File: config.mk
export PLATFORM = sky130hd
export DESIGN_NAME = main_osc_ctrl
export DESIGN_NICKNAME = d
export VERILOG_FILES = /design/src/core/osc_ctrl_pkg.sv /design/src/core/main_osc_ctrl.sv /design/src/core/pin_sync.sv
export SDC_FILE = /design/constraint.sdc
export NUM_CORES = 1
export LEC_CHECK = 0
export BUFFER_PORTS_ARGS = -buffer_cell sky130_fd_sc_hd__buf_2
export CAP_MARGIN = 30
export CELL_PAD_IN_SITES_DETAIL_PLACEMENT = 1
export CELL_PAD_IN_SITES_GLOBAL_PLACEMENT = 2
export CORE_MARGIN = 5
export CORE_UTILIZATION = 37
export DETAILED_ROUTE_END_ITERATION = 10
export GPL_ROUTABILITY_DRIVEN = 0
export PLACE_DENSITY_LB_ADDON = 0.1
export SLEW_MARGIN = 25
export SYNTH_ARGS = -nofsm -noshare
export SYNTH_HDL_FRONTEND = slang
export SYNTH_HIERARCHICAL = 1
export SYNTH_SLANG_ARGS = --single-unit
File: constraint.sdc
create_clock -name ref_clk -period 5.41 [get_ports ref_clk]
set_input_delay 0.541 -clock ref_clk [delete_from_list [all_inputs] [get_ports ref_clk]]
set_output_delay 0.541 -clock ref_clk [all_outputs]
set_load 0.02 [all_outputs]
File: src/core/osc_ctrl_pkg.sv
// Shared types and constants of the main oscillator control block.
// Assumes a single ref_clk domain and an AXI4-Lite master outside.
`default_nettype none

package osc_ctrl_pkg;

  // ************************************************************
  // Register map (byte addresses)
  // ************************************************************
  localparam logic [31:0] OFS_MAIN_OSC = 32'h0000_0000;
  localparam logic [31:0] OFS_STATUS = 32'h0000_0004;
  localparam logic [31:0] OFS_IRQ_STAT = 32'h0000_0008;
  localparam logic [31:0] OFS_IRQ_MASK = 32'h0000_000c;
  localparam logic [31:0] OFS_FREQ = 32'h0000_0010;

  // ************************************************************
  // Field layout
  // ************************************************************
  localparam int ENABLE_BIT = 0;
  localparam int COUNT_LSB = 8;
  localparam int CNT_W = 8;
  localparam int STABLE_BIT = 0;
  localparam int EV_STABLE = 0;
  localparam int EV_DONE = 1;
  localparam int EV_W = 2;
  localparam int DONE_BIT = 16;
  localparam int MEAS_W = 16;
  localparam int PRE_W = 3;
  localparam int FALL_W = 5;
  localparam int STRB_EN = 0;
  localparam int STRB_CNT = 1;

  // ************************************************************
  // Counts and bus answers
  // ************************************************************
  localparam logic [PRE_W-1:0] PRE_LAST = 3'h7;
  localparam logic [FALL_W-1:0] FALL_LAST = 5'h0f;
  localparam logic [1:0] RESP_OKAY = 2'h0;
  localparam logic [1:0] RESP_SLVERR = 2'h2;

  // ************************************************************
  // Types
  // ************************************************************
  typedef struct packed {
    logic [31:0] awaddr;
    logic awvalid;
    logic [31:0] wdata;
    logic [3:0] wstrb;
    logic wvalid;
    logic bready;
    logic [31:0] araddr;
    logic arvalid;
    logic rready;
  } axi_req_t;

  typedef struct packed {
    logic awready;
    logic wready;
    logic bvalid;
    logic [1:0] bresp;
    logic arready;
    logic rvalid;
    logic [31:0] rdata;
    logic [1:0] rresp;
  } axi_rsp_t;

  typedef enum logic [1:0] {OSC_OFF, OSC_START, OSC_STABLE} osc_phase_t;
  typedef enum logic [1:0] {MEAS_IDLE, MEAS_RUN, MEAS_DONE} meas_phase_t;

  typedef struct packed {
    logic s1;
    logic s2;
    logic s3;
    logic lvl;
    logic rise;
    logic fall;
  } sync_state_t;

  typedef struct packed {
    axi_rsp_t rsp;
    logic aw_full;
    logic [31:0] aw_addr;
    logic w_full;
    logic [31:0] w_data;
    logic [3:0] w_strb;
    logic osc_en;
    logic [CNT_W-1:0] count;
    osc_phase_t osc_st;
    logic stable;
    logic [CNT_W-1:0] down;
    logic [PRE_W-1:0] pre;
    meas_phase_t meas;
    logic [MEAS_W-1:0] meas_cnt;
    logic [FALL_W-1:0] falls;
    logic done;
    logic [EV_W-1:0] ev;
    logic [EV_W-1:0] mask;
    logic irq;
    logic xin_tie;
    logic slow_sel;
  } osc_state_t;

  localparam osc_state_t OSC_STATE_RST = '{
    xin_tie: 1'b1,
    slow_sel: 1'b1,
    osc_st: OSC_OFF,
    meas: MEAS_IDLE,
    default: '0
  };

endpackage

`default_nettype wire

File: src/core/main_osc_ctrl.sv
// Main oscillator control: enable, startup countdown, stable flag,
// frequency measurement, interrupt, AXI4-Lite register slave.
// Assumes slow and main clocks arrive as pins asynchronous to ref_clk.
`timescale 1ns/100ps
`default_nettype none

module main_osc_ctrl (
  // Clock and reset
  input wire logic ref_clk,
  input wire logic sys_rst,
  // Register bus
  input wire osc_ctrl_pkg::axi_req_t axi_req,
  output osc_ctrl_pkg::axi_rsp_t axi_rsp,
  // Clock pins
  input wire logic slow_clk_in,
  input wire logic main_clk_in,
  // Oscillator control
  output logic main_osc_enable,
  output logic osc_input_tie_low,
  output logic slow_clock_select,
  // Interrupt
  output logic irq
);
  import osc_ctrl_pkg::*;

  // ************************************************************
  // Declarations
  // ************************************************************
  osc_state_t st_r;
  osc_state_t st_nxt;
  logic slow_rise;
  logic slow_fall;
  logic main_rise;
  logic wr_go;
  logic rd_go;
  logic ev_clr;
  logic en_new;
  logic [EV_W-1:0] ev_set;
  logic [31:0] rd_word;
  logic [1:0] rd_resp;

  // ************************************************************
  // Pin synchronisers
  // ************************************************************
  // Slow clock edges, time base of all counting
  pin_sync u_slow_sync (
    .ref_clk(ref_clk),
    .sys_rst(sys_rst),
    .pin_in(slow_clk_in),
    .level(),
    .rise(slow_rise),
    .fall(slow_fall)
  );

  // Main clock edges for the frequency counter
  pin_sync u_main_sync (
    .ref_clk(ref_clk),
    .sys_rst(sys_rst),
    .pin_in(main_clk_in),
    .level(),
    .rise(main_rise),
    .fall()
  );

  // ************************************************************
  // Next state
  // ************************************************************
  always_comb begin
    st_nxt = st_r;
    ev_set = '0;
    ev_clr = 1'b0;
    rd_word = '0;
    rd_resp = RESP_OKAY;
    en_new = st_r.osc_en;

    // Write address capture
    if (axi_req.awvalid && st_r.rsp.awready) begin
      st_nxt.aw_full = 1'b1;
      st_nxt.aw_addr = axi_req.awaddr;
    end

    // Write data capture
    if (axi_req.wvalid && st_r.rsp.wready) begin
      st_nxt.w_full = 1'b1;
      st_nxt.w_data = axi_req.wdata;
      st_nxt.w_strb = axi_req.wstrb;
    end

    // Write execute once both halves are held
    wr_go = st_r.aw_full && st_r.w_full && !st_r.rsp.bvalid;
    if (wr_go) begin
      st_nxt.aw_full = 1'b0;
      st_nxt.w_full = 1'b0;
      st_nxt.rsp.bvalid = 1'b1;
      st_nxt.rsp.bresp = RESP_OKAY;
      unique case (st_r.aw_addr)
        OFS_MAIN_OSC: begin
          if (st_r.w_strb[STRB_EN]) begin
            en_new = st_r.w_data[ENABLE_BIT];
          end
          if (st_r.w_strb[STRB_CNT]) begin
            st_nxt.count = st_r.w_data[COUNT_LSB +: CNT_W];
          end
        end
        OFS_IRQ_MASK: begin
          if (st_r.w_strb[STRB_EN]) begin
            st_nxt.mask = st_r.w_data[EV_W-1:0];
          end
        end
        OFS_STATUS, OFS_IRQ_STAT, OFS_FREQ: begin
          st_nxt.rsp.bresp = RESP_OKAY;
        end
        default: begin
          st_nxt.rsp.bresp = RESP_SLVERR;
        end
      endcase
    end

    // Write response retire
    if (st_r.rsp.bvalid && axi_req.bready) begin
      st_nxt.rsp.bvalid = 1'b0;
    end

    // Read response retire
    if (st_r.rsp.rvalid && axi_req.rready) begin
      st_nxt.rsp.rvalid = 1'b0;
    end

    // Read decode
    rd_go = axi_req.arvalid && st_r.rsp.arready;
    if (rd_go) begin
      unique case (axi_req.araddr)
        OFS_MAIN_OSC: begin
          rd_word[ENABLE_BIT] = st_r.osc_en;
          rd_word[COUNT_LSB +: CNT_W] = st_r.count;
        end
        OFS_STATUS: begin
          rd_word[STABLE_BIT] = st_r.stable;
        end
        OFS_IRQ_STAT: begin
          rd_word[EV_W-1:0] = st_r.ev;
          ev_clr = 1'b1;
        end
        OFS_IRQ_MASK: begin
          rd_word[EV_W-1:0] = st_r.mask;
        end
        OFS_FREQ: begin
          rd_word[DONE_BIT] = st_r.done;
          rd_word[MEAS_W-1:0] = st_r.meas_cnt;
        end
        default: begin
          rd_resp = RESP_SLVERR;
        end
      endcase
      st_nxt.rsp.rvalid = 1'b1;
      st_nxt.rsp.rdata = rd_word;
      st_nxt.rsp.rresp = rd_resp;
    end

    // Frequency measurement on synchronised clock edges
    unique case (st_r.meas)
      MEAS_IDLE: begin
        if (st_r.stable && slow_rise) begin
          st_nxt.meas = MEAS_RUN;
          st_nxt.meas_cnt = '0;
          st_nxt.falls = '0;
        end
      end
      MEAS_RUN: begin
        if (main_rise) begin
          st_nxt.meas_cnt = st_r.meas_cnt + MEAS_W'(1);
        end
        if (slow_fall) begin
          st_nxt.falls = st_r.falls + FALL_W'(1);
          if (st_r.falls == FALL_LAST) begin
            st_nxt.meas = MEAS_DONE;
            st_nxt.done = 1'b1;
            ev_set[EV_DONE] = 1'b1;
          end
        end
      end
      MEAS_DONE: begin
        st_nxt.meas_cnt = st_r.meas_cnt;
      end
    endcase

    // Oscillator enable and startup countdown
    st_nxt.osc_en = en_new;
    if (!en_new) begin
      st_nxt.osc_st = OSC_OFF;
      st_nxt.stable = 1'b0;
      st_nxt.meas = MEAS_IDLE;
      st_nxt.meas_cnt = '0;
      st_nxt.falls = '0;
      st_nxt.done = 1'b0;
    end else if (!st_r.osc_en) begin
      st_nxt.osc_st = OSC_START;
      st_nxt.stable = 1'b0;
      st_nxt.down = st_nxt.count;
      st_nxt.pre = '0;
    end else begin
      unique case (st_r.osc_st)
        OSC_START: begin
          if (st_r.down == '0) begin
            st_nxt.osc_st = OSC_STABLE;
            st_nxt.stable = 1'b1;
            ev_set[EV_STABLE] = 1'b1;
          end else if (slow_rise) begin
            st_nxt.pre = st_r.pre + PRE_W'(1);
            if (st_r.pre == PRE_LAST) begin
              st_nxt.down = st_r.down - CNT_W'(1);
            end
          end
        end
        OSC_OFF, OSC_STABLE: begin
          st_nxt.pre = st_r.pre;
        end
      endcase
    end

    // Sticky events, a new event beats the read clear
    st_nxt.ev = (ev_clr ? '0 : st_r.ev) | ev_set;

    // Handshake readiness for the next cycle
    st_nxt.rsp.awready = !st_nxt.aw_full && !st_nxt.rsp.bvalid;
    st_nxt.rsp.wready = !st_nxt.w_full && !st_nxt.rsp.bvalid;
    st_nxt.rsp.arready = !st_nxt.rsp.rvalid;

    // Registered pin outputs
    st_nxt.irq = |(st_nxt.ev & st_nxt.mask);
    st_nxt.xin_tie = !en_new;
    st_nxt.slow_sel = !st_nxt.stable;
  end

  // ************************************************************
  // State register
  // ************************************************************
  // Reset leaves the oscillator off and slow clock selected
  always_ff @(posedge ref_clk or posedge sys_rst) begin
    if (sys_rst) begin
      st_r <= OSC_STATE_RST;
    end else begin
      st_r <= st_nxt;
    end
  end

  // ************************************************************
  // Outputs
  // ************************************************************
  assign axi_rsp = st_r.rsp;
  assign main_osc_enable = st_r.osc_en;
  assign osc_input_tie_low = st_r.xin_tie;
  assign slow_clock_select = st_r.slow_sel;
  assign irq = st_r.irq;

endmodule // main_osc_ctrl

`default_nettype wire

File: src/core/pin_sync.sv
// Three-stage synchroniser with agreement filter and edge pulses.
// Assumes pin_in is asynchronous to ref_clk.
`timescale 1ns/100ps
`default_nettype none

module pin_sync (
  // Clock and reset
  input wire logic ref_clk,
  input wire logic sys_rst,
  // Pin side
  input wire logic pin_in,
  // Filtered level and edges
  output logic level,
  output logic rise,
  output logic fall
);
  import osc_ctrl_pkg::*;

  sync_state_t st_r;
  sync_state_t st_nxt;

  // ************************************************************
  // Next state
  // ************************************************************
  // Level moves only when stages two and three agree
  always_comb begin
    st_nxt = st_r;
    st_nxt.s1 = pin_in;
    st_nxt.s2 = st_r.s1;
    st_nxt.s3 = st_r.s2;
    st_nxt.rise = 1'b0;
    st_nxt.fall = 1'b0;
    if (st_r.s2 == st_r.s3 && st_r.s3 != st_r.lvl) begin
      st_nxt.lvl = st_r.s3;
      st_nxt.rise = st_r.s3;
      st_nxt.fall = ~st_r.s3;
    end
  end

  // State register
  always_ff @(posedge ref_clk or posedge sys_rst) begin
    if (sys_rst) begin
      st_r <= '0;
    end else begin
      st_r <= st_nxt;
    end
  end

  // Outputs
  assign level = st_r.lvl;
  assign rise = st_r.rise;
  assign fall = st_r.fall;

endmodule // pin_sync

`default_nettype wire

==> out/metrics.cfg <==
[clocking]
post-cts-setup-buffers=0
cts_buffer_depth=2
cts_made_buffers=17
cts_tree=done
clk_transition_reported_paths_ns=0.06
htree_levels=4
clk_latency_ns=0.42
numClockSinks=135
post_cts_resized=0
cts_root_buf=clkbuf_16
cts_hold_buffers=0

[global_routing]
grt_pass1_vias=5261
gr-total-overflow=0
antenna_found_initial=0
grtUsageTotal_pct=17.3
grt_pass1_wl_um=27900
grt_max_degree=83

[power_and_ir_drop]
power.share.clock_pct=39.0
p_leak_nw=3.40
p_sw_mw=0.821
intPower_mw=2.14
combPwrFrac_pct=14.8
p_per_area_mw_per_mm2=388
sw_frac_of_total_pct=27.7
power_mw=2.96
vdd_drop_max_v=0.000198
power_frac_seq_pct=46.2

[worst_hold_path]
hold_class=in2async

[timing]
worst_slew_pin_slew_ns=0.875
rsz0062_at_grt=false
drv_slew=0
fin_crit_ns=2.86
period_share_pct=52.8
maxSlewHeadroom_pct=40.9
skew_ns=0.0108
holdWs_ns=0.0674
finalSetupViolations=0
setup_slack_ns=2.55
final.setup.tns_ns=0
max_freq_ghz=0.350
hold_viol=0

[route]
dr_total_vias=4950
wl_per_cell_um=18.2
remaining_drc_errors=0
via_per_inst=5.28
dr.pass1.iters=5
finalWirelength_um=17100
ant_nets=0
drt-initial-drc-count=226

[cells_and_area]
layout_commonest_cell=dfrtp_1
diodes=0
mostFrequentLayoutCells=dfrtp_1 (133), buf_2 (112), nand2_1 (65)
fin_util_pct=44.2
final_nets=815
design_area_mm2=0.00764
syn2layout_area_growth_pct=17.0
drive_above_1_share_pct=32.0
fin_cells=937

[yosys]
avgSynthCellArea_um2=10.7
netlist_instances=613
syn_area_mm2=0.00653
yosysWarnings=6

[floorplanning]
start_util_pct=37.8
ioPinCount=154
fp.coreArea_mm2=0.0173
die_h_um=143
die_area_mm2=0.0204
chipWidth_um=143
rows=48

[setup_path]
r2r_end=st_r[41]
worstRegToRegCells=6
crit_type=reg2reg
cp_max_fo=9
arrival_ns=3.15
r2r_setup_slack_ns=2.55
end_kind=flip-flop
crit_start=st_r[96]
rr_startpoint=st_r[96]
worstPathRequired_ns=5.71
start_kind=flip-flop

[status]
outcome=finished, final reports clean

[placed_design]
dp_cells=905
hpwl_um=12500
io_buffers=112
place_area_mm2=0.00705
dp_slack_ns=2.62

[job]
drv_cap=0

==> flip-flops by register name, summed over array words and instances (netlist names), 2 cells and up <==
signal	count
u_slow_sync/st_nxt	2
st_r	96
u_main_sync/st_nxt	2
axi_rsp	24
==> critical path: stages, from the launching register on <==
cell and delay [ns]:
dfrtp_1 0.38, nor4_1 0.44, nand4_2 0.35, nor2_1 0.48, and2_1 0.50, mux2_2 0.43, o2bb2ai_1 0.14
==> power groups by stage <==
stage                     clock network (mW)  registers, mW  logic, mW
final                                   1.15           1.37      0.439
after global routing                    1.23           1.39      0.487
after global placement                     0           1.37      0.429
after CTS                               1.18           1.37      0.449
after floorplan                            0           1.33      0.371
after detailed placement                   0           1.39      0.446
==> per-layer routing <==
layer  global-route usage [%]  up-vias  routed length [um]
met5                        0        -                   0
met1                     23.6     2486                7880
li1                         -     2321                   -
met4                     4.95        0                 176
met2                     27.5      131                8120
met3                     4.25       12                 891
==> how the worst max path moves through the flow <==
stage	end	slack [ns]	cells after the start
6_report	st_r[41]	2.55	6
5_1_grt	st_r[26]	2.28	5
4_1_cts	st_r[25]	2.54	5
3_3_place_gp	st_r[19]	2.27	5
2_1_floorplan	axi_rsp[10]	1.57	1
3_5_place_dp	st_r[31]	2.62	6
==> final cells by class <==
| class | count | area [um^2] |
|---|---|---|
| fill | 1941 | 9660 |
| sequential | 135 | 3380 |
| multi-input combinational | 419 | 2760 |
| timing repair buffer | 115 | 583 |
| clock buffer | 19 | 443 |
| tap | 225 | 282 |
| clock inverter | 13 | 145 |
| inverter | 11 | 46.3 |
No activity file was read; power rests on OpenSTA's default activity.
